<file path="src/design/capture_compare_unit_params.svh">
// Register offsets, field positions, reset values and counts for the
// dual capture/compare block.
// Assumes byte addresses on a 32-bit AHB-Lite bus, one word per register.
`ifndef CAPTURE_COMPARE_UNIT_PARAMS_SVH
`define CAPTURE_COMPARE_UNIT_PARAMS_SVH

`define TMR_VAL_PAGE 8'h00
`define TMR_RLD_PAGE 8'h01
`define TMR_CFG_PAGE 8'h02
`define CH_VAL_PAGE 5'h02
`define CH_CFG_PAGE 5'h03
`define IRQ_STAT_ADDR 10'h080
`define IRQ_CLR_ADDR 10'h081
`define IRQ_EN_ADDR 10'h082

`define TCFG_SEL_LSB 0
`define TCFG_SRC_LSB 3
`define TCFG_RUN_BIT 5
`define CCFG_MODE_LSB 0
`define CCFG_TSEL_BIT 4

`define TMR_RESET 16'h0000
`define CH_RESET 16'h0000
`define TIMER_MAX 16'hffff
`define PRESCALE_BASE_LOG2 3

`endif

</file>
<file path="src/design/capture_compare_unit_pkg.sv">
// Types shared by the dual capture/compare block.
// Assumes capture_compare_unit_params.svh supplies the numeric constants.
package capture_compare_unit_pkg;

  typedef enum logic [1:0] {
    SRC_PRESCALED = 2'h0,
    SRC_GMT_OVF = 2'h1,
    SRC_EXT_COUNT = 2'h2
  } timer_src_t;

  typedef enum logic [3:0] {
    MODE_OFF = 4'h0,
    MODE_CAP_RISE = 4'h1,
    MODE_CAP_FALL = 4'h2,
    MODE_CAP_BOTH = 4'h3,
    MODE_CMP0 = 4'h4,
    MODE_CMP1 = 4'h5,
    MODE_CMP2 = 4'h6,
    MODE_CMP3 = 4'h7,
    MODE_DOUBLE = 4'h8
  } chan_mode_t;

  typedef struct packed {
    logic run;
    logic [1:0] src;
    logic [2:0] timer_input_select;
  } timer_cfg_t;

  typedef struct packed {
    logic tsel;
    logic [3:0] mode;
  } chan_cfg_t;

  typedef struct packed {
    logic wr;
    logic [9:0] idx;
  } bus_req_t;

endpackage : capture_compare_unit_pkg

</file>
<file path="src/design/dual_capture_compare_unit.sv">
// Two capture/compare units of sixteen channels, four time-base timers,
// an AHB-Lite register slave and one level interrupt.
// Assumes pin and count inputs are synchronous to hclk.
`timescale 1ns/1ps
`include "capture_compare_unit_params.svh"

// Behaviour
// (RL1) Two units, sixteen channels each, thirty-two total.
// (RL2) Two 16-bit timers per unit with reload.
// (RL3) Timer clock: prescaled clock or external overflow.
// (RL4) First timer of each unit counts external events.
// (RL5) Each channel picks timer and capture/compare.
// (RL6) One pin per channel, input or output.
// (RL7) Capture copies assigned timer into channel register.
// (RL8) Capture raises the channel interrupt request.
// (RL9) Capture edge: rising, falling or both.
// (RL10) Compare channels match continuously against timer.
// (RL11) Mode 0: interrupt only, many per period.
// (RL12) Mode 1: pin toggles on each match.
// (RL13) Mode 2: interrupt only, one per period.
// (RL14) Mode 3: match sets pin, overflow clears.
// (RL15) Double mode: two registers toggle one pin.
// (RL16) Input select codes divide clock by 8..1024.
// (RL17) Reload zero gives full 16-bit period.
// (RL18) Timer counts ticks, reloads and pulses overflow.
// (RL19) Idle channel inert; mode applies next tick.
module dual_capture_compare_unit
  import capture_compare_unit_pkg::*;
#(
  parameter int CH_PER_UNIT = 16,
  parameter int PRESCALE_BITS = 10
) (
  input wire logic hclk,
  input wire logic hresetn,
  input wire logic hsel,
  input wire logic [31:0] haddr,
  input wire logic [1:0] htrans,
  input wire logic hwrite,
  input wire logic [2:0] hsize,
  input wire logic [31:0] hwdata,
  input wire logic hready,
  output logic hreadyout,
  output logic hresp,
  output logic [31:0] hrdata,
  input wire logic [31:0] cc_pin_in,
  output logic [31:0] cc_pin_out,
  output logic [31:0] cc_pin_oe,
  input wire logic [1:0] ext_count_in,
  input wire logic gmt_overflow,
  output logic irq
);

  localparam int NCH = 2 * CH_PER_UNIT; // RL1

  initial begin
    if (CH_PER_UNIT != 16 || PRESCALE_BITS != 10) begin
      $error("Only sixteen channels per unit and a 10-bit prescaler.");
    end
  end

  // Bus slave: address phase capture and decode.
  bus_req_t req_reg;
  bus_req_t req_next;
  logic req_valid_reg;
  logic [31:0] hrdata_reg;
  logic [31:0] rd_data;
  wire addr_phase = hsel & hready & htrans[1];
  wire [9:0] a_idx = haddr[11:2];
  wire wr_now = req_valid_reg & req_reg.wr;
  wire [9:0] w_idx = req_reg.idx;
  wire wr_tval = wr_now & (w_idx[9:2] == `TMR_VAL_PAGE);
  wire wr_trld = wr_now & (w_idx[9:2] == `TMR_RLD_PAGE);
  wire wr_tcfg = wr_now & (w_idx[9:2] == `TMR_CFG_PAGE);
  wire wr_cval = wr_now & (w_idx[9:5] == `CH_VAL_PAGE);
  wire wr_ccfg = wr_now & (w_idx[9:5] == `CH_CFG_PAGE);
  wire wr_iclr = wr_now & (w_idx == `IRQ_CLR_ADDR);
  wire wr_ien = wr_now & (w_idx == `IRQ_EN_ADDR);

  assign req_next = '{wr: hwrite, idx: a_idx};

  always_ff @(posedge hclk or negedge hresetn) begin
    if (!hresetn) begin
      req_reg <= '0;
      req_valid_reg <= 1'b0;
    end else begin
      req_valid_reg <= addr_phase;
      req_reg <= req_next;
    end
  end

  // Prescaler: a tick for divisor 2**(k+3) when the low bits are all ones.
  logic [PRESCALE_BITS-1:0] presc_reg;
  logic [7:0] presc_tick;
  always_ff @(posedge hclk or negedge hresetn) begin
    if (!hresetn) begin
      presc_reg <= '0;
    end else begin
      presc_reg <= presc_reg + 1'b1;
    end
  end

  genvar k;
  generate
    for (k = 0; k < 8; k++) begin : g_presc
      assign presc_tick[k] =
        &presc_reg[k+`PRESCALE_BASE_LOG2-1:0]; // RL16
    end
  endgenerate

  // External count inputs: rising edge counts one.
  logic [1:0] ext_prev_reg;
  wire [1:0] ext_rise = ext_count_in & ~ext_prev_reg;
  always_ff @(posedge hclk or negedge hresetn) begin
    if (!hresetn) begin
      ext_prev_reg <= 2'h0;
    end else begin
      ext_prev_reg <= ext_count_in;
    end
  end

  // Time-base timers: index 2u is the unit's primary, 2u+1 the secondary.
  logic [15:0] timer_reg [4];
  logic [15:0] reload_reg [4];
  timer_cfg_t tcfg_reg [4];
  logic [3:0] tick;
  logic [3:0] ovf;
  logic [3:0] upd_reg;
  logic [3:0] ovf_reg;

  genvar t;
  generate
    for (t = 0; t < 4; t++) begin : g_timer
      logic src_pulse;
      logic [15:0] timer_next;
      assign src_pulse =
        (tcfg_reg[t].src == SRC_PRESCALED) ?
          presc_tick[tcfg_reg[t].timer_input_select] : // RL3
        (tcfg_reg[t].src == SRC_GMT_OVF) ? gmt_overflow : // RL3
        (tcfg_reg[t].src == SRC_EXT_COUNT && (t % 2) == 0) ?
          ext_rise[t/2] : 1'b0; // RL4
      assign tick[t] = tcfg_reg[t].run & src_pulse;
      assign ovf[t] = tick[t] & (timer_reg[t] == `TIMER_MAX); // RL18
      assign timer_next =
        (wr_tval && w_idx[1:0] == t) ? hwdata[15:0] :
        ovf[t] ? reload_reg[t] : // RL17
        tick[t] ? timer_reg[t] + 16'h0001 : timer_reg[t]; // RL18

      always_ff @(posedge hclk or negedge hresetn) begin
        if (!hresetn) begin
          timer_reg[t] <= `TMR_RESET;
          reload_reg[t] <= `TMR_RESET;
          tcfg_reg[t] <= '0;
          upd_reg[t] <= 1'b0;
          ovf_reg[t] <= 1'b0;
        end else begin
          timer_reg[t] <= timer_next; // RL2
          upd_reg[t] <= tick[t] | (wr_tval && w_idx[1:0] == t);
          ovf_reg[t] <= ovf[t]; // RL18
          if (wr_trld && w_idx[1:0] == t) begin
            reload_reg[t] <= hwdata[15:0]; // RL2
          end
          if (wr_tcfg && w_idx[1:0] == t) begin
            tcfg_reg[t] <= timer_cfg_t'(hwdata[5:0]);
          end
        end
      end
    end
  endgenerate

  // Channels.
  logic [15:0] ccv_reg [NCH];
  chan_cfg_t ccfg_reg [NCH];
  chan_cfg_t act_reg [NCH];
  logic [NCH-1:0] done_reg;
  logic [NCH-1:0] pin_prev_reg;
  logic [NCH-1:0] ch_ev;
  logic [NCH-1:0] ch_tog;
  logic [NCH-1:0] ch_dbl;
  logic [NCH-1:0] ch_set;
  logic [NCH-1:0] ch_clr;
  logic [NCH-1:0] ch_drv;

  genvar c;
  generate
    for (c = 0; c < NCH; c++) begin : g_chan
      localparam int UNIT = c / CH_PER_UNIT;
      logic [1:0] tidx;
      logic [1:0] cfg_tidx;
      logic [3:0] m;
      logic rise;
      logic fall;
      logic cap_ev;
      logic is_cmp;
      logic once;
      logic hit;
      logic fire;
      assign m = act_reg[c].mode;
      assign tidx = {UNIT[0], act_reg[c].tsel}; // RL5
      assign cfg_tidx = {UNIT[0], ccfg_reg[c].tsel};
      assign rise = cc_pin_in[c] & ~pin_prev_reg[c];
      assign fall = ~cc_pin_in[c] & pin_prev_reg[c];
      assign cap_ev = (m == MODE_CAP_RISE && rise) || // RL9
                      (m == MODE_CAP_FALL && fall) || // RL9
                      (m == MODE_CAP_BOTH && (rise | fall)); // RL9
      assign is_cmp = (m >= MODE_CMP0) && (m <= MODE_DOUBLE); // RL19
      assign once = (m == MODE_CMP2) || (m == MODE_CMP3);
      assign hit = is_cmp & upd_reg[tidx] &
                   (timer_reg[tidx] == ccv_reg[c]); // RL10
      assign fire = hit & (~once | ~done_reg[c]); // RL13 RL14
      assign ch_ev[c] = cap_ev | fire; // RL8 RL11 RL13
      assign ch_dbl[c] = (m == MODE_DOUBLE);
      assign ch_tog[c] = fire & ((m == MODE_CMP1) || ch_dbl[c]); // RL12 RL15
      assign ch_set[c] = fire & (m == MODE_CMP3); // RL14
      assign ch_clr[c] = ovf_reg[tidx] & (m == MODE_CMP3); // RL14
      assign ch_drv[c] = (m == MODE_CMP1) || (m == MODE_CMP3) ||
                         ch_dbl[c]; // RL6

      always_ff @(posedge hclk or negedge hresetn) begin
        if (!hresetn) begin
          ccv_reg[c] <= `CH_RESET;
          ccfg_reg[c] <= '0;
          act_reg[c] <= '0;
          done_reg[c] <= 1'b0;
          pin_prev_reg[c] <= 1'b0;
        end else begin
          pin_prev_reg[c] <= cc_pin_in[c];
          if (cap_ev) begin
            ccv_reg[c] <= timer_reg[tidx]; // RL7
          end else if (wr_cval && w_idx[4:0] == c) begin
            ccv_reg[c] <= hwdata[15:0];
          end
          if (wr_ccfg && w_idx[4:0] == c) begin
            ccfg_reg[c] <= chan_cfg_t'(hwdata[4:0]); // RL5
          end
          if (tick[cfg_tidx]) begin
            act_reg[c] <= ccfg_reg[c]; // RL19
          end
          done_reg[c] <= (fire & once) |
                         (done_reg[c] & ~ovf_reg[tidx]); // RL13 RL14
        end
      end
    end
  endgenerate

  // Pins: a low-half pin also obeys its double-register partner.
  logic [NCH-1:0] pin_reg;
  logic [NCH-1:0] oe_reg;
  logic [NCH-1:0] pin_tog;
  logic [NCH-1:0] pin_drv;

  genvar p;
  generate
    for (p = 0; p < NCH; p++) begin : g_pin
      if ((p % CH_PER_UNIT) < CH_PER_UNIT / 2) begin : g_lo
        assign pin_tog[p] = (ch_tog[p] & ~ch_dbl[p]) |
          ((ch_tog[p] & ch_dbl[p]) ^
           (ch_tog[p+8] & ch_dbl[p+8])); // RL15
        assign pin_drv[p] = ch_drv[p] | ch_dbl[p+8]; // RL15
      end else begin : g_hi
        assign pin_tog[p] = ch_tog[p] & ~ch_dbl[p];
        assign pin_drv[p] = ch_drv[p] & ~ch_dbl[p];
      end
      always_ff @(posedge hclk or negedge hresetn) begin
        if (!hresetn) begin
          pin_reg[p] <= 1'b0;
          oe_reg[p] <= 1'b0;
        end else begin
          oe_reg[p] <= pin_drv[p]; // RL6
          if (ch_set[p]) begin
            pin_reg[p] <= 1'b1; // RL14
          end else if (ch_clr[p]) begin
            pin_reg[p] <= 1'b0; // RL14
          end else if (pin_tog[p]) begin
            pin_reg[p] <= ~pin_reg[p]; // RL12
          end
        end
      end
    end
  endgenerate

  // Interrupts: a new event wins over a clear in the same cycle.
  logic [31:0] stat_reg;
  logic [31:0] stat_next;
  logic [31:0] en_reg;
  logic irq_reg;
  wire [31:0] clr_mask = wr_iclr ? hwdata : 32'h0000_0000;
  assign stat_next = ch_ev | (stat_reg & ~clr_mask); // RL8

  always_ff @(posedge hclk or negedge hresetn) begin
    if (!hresetn) begin
      stat_reg <= 32'h0000_0000;
      en_reg <= 32'h0000_0000;
      irq_reg <= 1'b0;
    end else begin
      stat_reg <= stat_next;
      if (wr_ien) begin
        en_reg <= hwdata;
      end
      irq_reg <= |(stat_next & en_reg);
    end
  end

  // Read data is picked during the address phase.
  wire rd_tval = (a_idx[9:2] == `TMR_VAL_PAGE);
  wire rd_trld = (a_idx[9:2] == `TMR_RLD_PAGE);
  wire rd_tcfg = (a_idx[9:2] == `TMR_CFG_PAGE);
  wire rd_cval = (a_idx[9:5] == `CH_VAL_PAGE);
  wire rd_ccfg = (a_idx[9:5] == `CH_CFG_PAGE);
  assign rd_data =
    rd_tval ? {16'h0000, timer_reg[a_idx[1:0]]} :
    rd_trld ? {16'h0000, reload_reg[a_idx[1:0]]} :
    rd_tcfg ? {26'h0000000, tcfg_reg[a_idx[1:0]]} :
    rd_cval ? {16'h0000, ccv_reg[a_idx[4:0]]} :
    rd_ccfg ? {27'h0000000, ccfg_reg[a_idx[4:0]]} :
    (a_idx == `IRQ_STAT_ADDR) ? stat_reg :
    (a_idx == `IRQ_EN_ADDR) ? en_reg : 32'h0000_0000;

  always_ff @(posedge hclk or negedge hresetn) begin
    if (!hresetn) begin
      hrdata_reg <= 32'h0000_0000;
    end else if (addr_phase && !hwrite) begin
      hrdata_reg <= rd_data;
    end
  end

  assign hreadyout = 1'b1;
  assign hresp = 1'b0;
  assign hrdata = hrdata_reg;
  assign cc_pin_out = pin_reg;
  assign cc_pin_oe = oe_reg;
  assign irq = irq_reg;

endmodule : dual_capture_compare_unit

</file>
<file path="config.mk">
export PLATFORM = sky130hd
export DESIGN_NAME = dual_capture_compare_unit
export DESIGN_NICKNAME = d
export VERILOG_FILES = /design/src/design/capture_compare_unit_pkg.sv /design/src/design/dual_capture_compare_unit.sv
export VERILOG_INCLUDE_DIRS = /design/src /design/src/design
export SDC_FILE = /design/constraint.sdc
export NUM_CORES = 2
export LEC_CHECK = 0
export BUFFER_PORTS_ARGS = -buffer_cell sky130_fd_sc_hd__buf_2
export CORE_ASPECT_RATIO = 1.4
export CORE_UTILIZATION = 64
export DETAILED_ROUTE_END_ITERATION = 8
export PLACE_DENSITY = 0.9
export SLEW_MARGIN = 15
export SYNTH_ARGS = -nofsm -noshare
export SYNTH_HDL_FRONTEND = slang
export SYNTH_SLANG_ARGS = --single-unit
</file>
<file path="constraint.sdc">
create_clock -name hclk -period 3.78 [get_ports hclk]
set_clock_uncertainty 0.05 [all_clocks]
set_input_delay 0.189 -clock hclk [delete_from_list [all_inputs] [get_ports hclk]]
set_output_delay 0.189 -clock hclk [all_outputs]
set_load 0.005 [all_outputs]
</file>
## Yosys cells after proc, flatten, opt, wreduce, memory -nomap -nowiden

Index checks and enable logic that the tools add are counted.

- Add/sub/neg operators: 5
- Order comparisons: 166
- Equal/unequal tests: 312
- Muxes and demuxes: 501
- Bitwise operators: 862
- Reductions and logical operators: 483

Operators by type and width:

| cell | number |
|---|---|
| 16-bit two-way mux | 146 |
| 16-bit binary-select mux with 2-bit select | 34 |
| 16-bit == test | 32 |
| 1-bit bitwise AND | 418 |
| 4-bit by 3-bit == test with 1-bit output, second input constant | 96 |
| 1-bit two-way mux | 302 |
| 4-bit by 2-bit == test with 1-bit output, second input constant | 64 |
| 32-bit two-way mux | 8 |
| 1-bit NOT | 224 |
| 1-bit logical AND | 205 |
| 1-bit logical OR | 192 |
| 1-bit OR | 164 |
| 4-bit by 1-bit == test with 1-bit output, second input constant | 32 |
| 4-bit == test, second input constant | 32 |
| 4-bit by 3-bit >= comparator with 1-bit output, second input constant | 32 |
| 4-bit <= comparator, second input constant | 32 |
| 3-bit nonzero test | 36 |
| 3-bit >= comparator, second input constant | 33 |
| 1-bit by 3-bit < comparator with 1-bit output, second input constant | 32 |
| 2-bit by 3-bit < comparator with 1-bit output, second input constant | 32 |
| 16-bit binary-select mux with 5-bit select | 1 |
| 5-bit == test, second input constant | 16 |
| 16-bit by 1-bit adder with 16-bit output, second input constant | 4 |
| 32-bit bitwise AND | 2 |
| 40 further kinds | 160 |

- Register bits after elaboration: 1241
- Input bits: 109

## Depth between registers and ports, before layout

- Word-level depth: 14
- Mapped depth: 15

## Worst setup path after synthesis

No wires, ideal clock.

- Kind: reg-to-reg
- Start point: reg presc_reg[0]
- End point: reg timer_reg[20] in the netlist's numbering
- Setup time: 135 ps
- Data arrival time: 3044 ps
- Data required time: 3595 ps
- Path slack: 551 ps
- Cell stages (with the launch flop): 16
- Cells stage by stage: dfrtp_1 > ha_1 > nand3_1 > inv_1 > and3_1 > ha_1 > mux2_2 > o21ai_0 > a31oi_1 > o211ai_1 > clkbuf_1 > clkbuf_1 > clkbuf_1 > nor2_1 > a21oi_1 > o21ai_0

- Longest elaborated chain between the ends: 8

Ends and longest elaborated chain:

| element | line | text |
|---|---|---|
| start: declaration | dual_capture_compare_unit.sv:92 | `logic [PRESCALE_BITS-1:0] presc_reg;` |
| start signal: assignment | dual_capture_compare_unit.sv:98 | `presc_reg <= presc_reg + 1'b1;` |
| 10-bit AND reduction (tied with other cells) | dual_capture_compare_unit.sv:106 | `` &presc_reg[k+`PRESCALE_BASE_LOG2-1:0]; `` |
| 1-bit binary-select mux with 3-bit select (*) | dual_capture_compare_unit.sv:137 | `presc_tick[tcfg_reg[t].timer_input_select] :` |
| 1-bit two-way mux (not written as such) (*) | dual_capture_compare_unit.sv:137 |  |
| 1-bit two-way mux (*) | dual_capture_compare_unit.sv:136 | `(tcfg_reg[t].src == SRC_PRESCALED) ?` |
| 1-bit bitwise AND (*) | dual_capture_compare_unit.sv:141 | `assign tick[t] = tcfg_reg[t].run & src_pulse;` |
| 1-bit bitwise AND | dual_capture_compare_unit.sv:142 | `` assign ovf[t] = tick[t] & (timer_reg[t] == `TIMER_MAX); `` |
| 16-bit two-way mux | dual_capture_compare_unit.sv:145 | `ovf[t] ? reload_reg[t] :` |
| 16-bit two-way mux | dual_capture_compare_unit.sv:144 | `(wr_tval && w_idx[1:0] == t) ? hwdata[15:0] :` |
| end signal: indexed assignment | dual_capture_compare_unit.sv:150 | `` timer_reg[t] <= `TMR_RESET; `` |
| end signal: indexed assignment | dual_capture_compare_unit.sv:156 | `timer_reg[t] <= timer_next;` |
| end: declaration | dual_capture_compare_unit.sv:122 | `logic [15:0] timer_reg [4];` |

Mark *: on every way between the ends. The rest lies on a longest branch, timed or not. The select of a mux whose other input is x is not followed.
A chain may end at the register's enable or synchronous reset.

## Worst setup path in the final report

- Start point: reg upd_reg[1]
- End point: reg pin_reg[1], in the netlist cc_pin_out[1]

- Longest elaborated chain between the ends: 10

Ends and longest elaborated chain:

| element | line | text |
|---|---|---|
| start: declaration | dual_capture_compare_unit.sv:127 | `logic [3:0] upd_reg;` |
| start signal: indexed assignment | dual_capture_compare_unit.sv:157 | `upd_reg[t] <= tick[t] \| (wr_tval && w_idx[1:0] == t);` |
| 1-bit two-way mux (not written as such) (2 in series) | dual_capture_compare_unit.sv:207 | `assign hit = is_cmp & upd_reg[tidx] &` |
| 1-bit bitwise AND (2 in series) | dual_capture_compare_unit.sv:207 |  |
| 1-bit bitwise AND | dual_capture_compare_unit.sv:209 | `assign fire = hit & (~once \| ~done_reg[c]);` |
| 1-bit bitwise AND | dual_capture_compare_unit.sv:212 | `assign ch_tog[c] = fire & ((m == MODE_CMP1) \|\| ch_dbl[c]);` |
| 1-bit bitwise AND (on tied branches) | dual_capture_compare_unit.sv:256, dual_capture_compare_unit.sv:257 |  |
| 1-bit XOR | dual_capture_compare_unit.sv:256 | `((ch_tog[p] & ch_dbl[p]) ^` |
| 1-bit OR | dual_capture_compare_unit.sv:255 | `assign pin_tog[p] = (ch_tog[p] & ~ch_dbl[p]) \|` |
| 3-bit nonzero test (no line) | - |  |
| end signal: indexed assignment | dual_capture_compare_unit.sv:274 | `pin_reg[p] <= ~pin_reg[p];` |
| end: declaration | dual_capture_compare_unit.sv:246 | `logic [NCH-1:0] pin_reg;` |

Parallel ways exist; a longest one is shown, timed or not. The select of a mux whose other input is x is not followed.

==> results.sh <==
export IMPL_run_status="complete, but fails checks"
export IMPL_violations="hold timing, setup timing"
export IMPL_grt_pass1_vias=71951
export IMPL_root_buffer="sky130_fd_sc_hd__clkbuf_16"
export IMPL_hold_viol=22
export IMPL_drt_wl_cell_um=36.8
export IMPL_post_route_cell_area_um2=89300
export IMPL_clock_sink_count=1241
export IMPL_die_height_um=416
export IMPL_max_freq_mhz=252
export IMPL_tritoncts="built"
export IMPL_groute_layer_met2_usage=0.823
export IMPL_post_cts_buffers=0
export IMPL_finalWeightedCongestion=1.12
export IMPL_drt_pass1_iter_count=8
export IMPL_min_path_type="primary input to asynchronous set/reset pin"
export IMPL_vias_per_cell=7.49
export IMPL_vdd_ir_drop_max_mv=0.551
export IMPL_grt_start_max_net_pins=128
export IMPL_top_usage_layer="met2"
export IMPL_setup_viol=5
export IMPL_wirelength_mm=356
export IMPL_cts_path_max_buffers=3
export IMPL_core_um2=121000
export IMPL_dieArea_um2=124000
export IMPL_mappedNetlistNets=7773
export IMPL_insertion_delay_ns=0.85
export IMPL_layout_area_overhead_vs_synth_pct=14.1
export IMPL_fin_nets=8103
export IMPL_placementRows=151
export IMPL_syn_instance_count=7592
export IMPL_antenna_found_initial=56
export IMPL_critical_path_endpoint_type="flip-flop"
export IMPL_postSynthAreaPerCell_um2=10.3
export IMPL_synth_edf_count=0
export IMPL_synth_largest_area_cell="sky130_fd_sc_hd__dfrtp_1"
export IMPL_r2r_worst_path_cells=9
export IMPL_finalMaxSlewViolations=0
export IMPL_drtAntennaViolNets=0
export IMPL_final_fill_count=8104
export IMPL_yosys_warnings=0
export IMPL_start_kind="flip-flop"
export IMPL_slew_headroom=0.0991
export IMPL_crit_required_ns=4.48
export IMPL_route_detailed_drc=0
export IMPL_worst_setup_hold_path_clk_slew_ns=0.07
export IMPL_cts_max_level=4
export IMPL_seq_area_frac_synth=0.397
export IMPL_global_route_usage_met1=0.599
export IMPL_postSynth_asyncResetShare=1.00
export IMPL_synth_top_cell_area_share=0.397
export IMPL_ioPinCount=208
export IMPL_synthesis_area_um2=78200
export IMPL_grt_total_usage=0.577
export IMPL_drive_gt1_frac=0.263
export IMPL_synth_seq_cells=1241
export IMPL_post_route_worst_setup_slack_ns=-0.185
export IMPL_critPathSlowestCell="sky130_fd_sc_hd__dfrtp_1"
export IMPL_grt_util_met3=0.251
export IMPL_tritoncts_num_buffers=131
export IMPL_placement_io_buffers=179
export IMPL_postSynth_topFlopCell="sky130_fd_sc_hd__dfrtp_1"
export IMPL_initial_core_util=0.646
export IMPL_x_dimension_of_the_die_um=297
export IMPL_via_count=72334
export IMPL_power_leakage_nw=37.4
export IMPL_post_dp_cell_area_um2=83900
export IMPL_dpl_hpwl_mm=246
export IMPL_cp_buffers_inverters=2
export IMPL_final_cell_mix="1237 x sky130_fd_sc_hd__dfrtp_1, 838 x sky130_fd_sc_hd__mux2_2, 699 x sky130_fd_sc_hd__nand2_1"
export IMPL_synthDistinctLibCells=86
export IMPL_crit_path_cell_trace="inv_1, a21oi_1, a21o_1, nand4_1, nor3_1, buf_4, a21oi_1, a31o_2, a22oi_1"
export IMPL_cp_arrival_ns=4.67
export IMPL_first_iter_violations=10835
export IMPL_worst_path_largest_cell_delay_ns=0.95
export IMPL_part_of_the_cycle_the_worst_path_needs=1.05
export IMPL_first_pass_grt_wire_length_mm=509
export IMPL_hold_ws_ns=-0.0146
export IMPL_worst_setup_path_type="flip-flop to flip-flop"
export IMPL_cp_max_fo=10
export IMPL_largest_register_ffs=512
export IMPL_worst_path_stages=9
export IMPL_yosys_top_cells_area="sky130_fd_sc_hd__dfrtp_1 40%, sky130_fd_sc_hd__mux2_2 12%, sky130_fd_sc_hd__mux2i_1 8.3%"
export IMPL_power_per_cell_area_nw_per_um2=476
export IMPL_tightest_slew_ns=1.34
export IMPL_drv_cap=0
export IMPL_min_period_ns=3.97
export IMPL_path_common_cell="sky130_fd_sc_hd__a21oi_1"
export IMPL_grt_setup_unrepaired="no"
export IMPL_worst_path_dominant_cell_family="simple AND/OR/NAND/NOR gates"
export IMPL_global_route_overflow_total=0
export IMPL_final_common_cell="sky130_fd_sc_hd__dfrtp_1"
path summary, 6_finish.rpt:
kind                                       startpoint                         to  slack [ns]
max in group asynchronous                     hresetn      done_reg[1]$_DFF_PN0_        2.45
min in group hclk                        cc_pin_in[5]  pin_prev_reg[5]$_DFF_PN0_       -0.01
worst min register to register  hrdata[4]$_DFFE_PN0P_      hrdata[4]$_DFFE_PN0P_        0.42
worst min-delay path                          hresetn    cc_pin_oe[26]$_DFF_PN0_       -0.01
worst max register to register   upd_reg[1]$_DFF_PN0_  cc_pin_out[1]$_DFFE_PN0P_       -0.19
worst max-delay path             upd_reg[1]$_DFF_PN0_  cc_pin_out[1]$_DFFE_PN0P_       -0.19
per-stage QoR:
| stage | setup TNS [ns] | setup slack, ns | instances | total power, mW | util |
|---|---|---|---|---|---|
| after global placement | 0 | 0.176 | 9311 | 27.4 | 0.693 |
| after detailed placement | 0 | 0.195 | 9311 | 27.8 | 0.693 |
| after global routing | 0 | 0.00969 | 9634 | 43.1 | 0.736 |
| after floorplan | 0 | 0.551 | 7592 | 22.8 | - |
| final | -0.350 | -0.185 | 9662 | 42.5 | 0.737 |
| after CTS | 0 | 0.137 | 9628 | 41.4 | 0.736 |
cells by family (layout without fill, tap and decap cells):
kind of cell | after synthesis | count (layout) | share of synthesized area
muxes | 1730 | 1730 | 0.274
other | 2 | 35 | 0.0000960
buffers and inverters | 769 | 1200 | 0.0390
xor gates and xnor gates | 520 | 520 | 0.0582
DFF | 1241 | 1241 | 0.397
adders and majority gates | 72 | 72 | 0.0115
and+or+nand+nor | 1913 | 1913 | 0.117
AOI/OAI and AO/OA | 1345 | 1345 | 0.103
power by group:
part | leakage [nW] | total (mW) | switching, mW | internal (mW)
Sequential | 15.5 | 16.6 | 1.99 | 14.6
Combinational | 19.7 | 12.0 | 7.15 | 4.89
Clock | 2.16 | 13.8 | 6.00 | 7.82
cells in the mapped netlist, drive strengths merged (51+ instances only):
library cell / number
a21oi: 442
nor2b: 122
mux4: 247
xnor2: 440
nand4: 62
dfrtp: 1241
nand3: 120
clkbuf: 455
inv: 160
nor2: 432
ha: 72
nor4: 143
and3: 51
mux2: 838
mux2i: 645
xor2: 80
nor3: 69
nand2: 699
o21ai: 455
a211oi: 112
buf: 153
repair_timing:
item,CTS,global route
hold buffers,83,0
gates resized for setup,0,5
hold endpoints to repair,402,0
endpoints found under the setup margin,0,7
layer usage:
metal  vias up  wire [µm]
met5         -        346
met4        36      53600
li1      28103          -
met3      2778      50600
met1     34677     104000
met2      6740     148000
worst register-to-register path: stages, from the launching register on:
cell,delay [ns]
sky130_fd_sc_hd__dfrtp_1,0.95
sky130_fd_sc_hd__inv_1,0.47
sky130_fd_sc_hd__a21oi_1,0.23
sky130_fd_sc_hd__a21o_1,0.34
sky130_fd_sc_hd__nand4_1,0.72
sky130_fd_sc_hd__nor3_1,0.52
sky130_fd_sc_hd__buf_4,0.19
sky130_fd_sc_hd__a21oi_1,0.05
sky130_fd_sc_hd__a31o_2,0.22
sky130_fd_sc_hd__a22oi_1,0.15
layout make-up:
type                    count  area (µm²)  share of cell area
well taps                1606        2010              0.0225
repair buffers            805        6770              0.0758
multi-input cells        5582       44300               0.497
inverters                 161         604             0.00677
diodes                     33        82.6            0.000925
clock inverters            44         608             0.00681
clock buffers             190        3790              0.0425
flip-flops and latches   1241       31100               0.348
(Power assumes the default switching activity.)
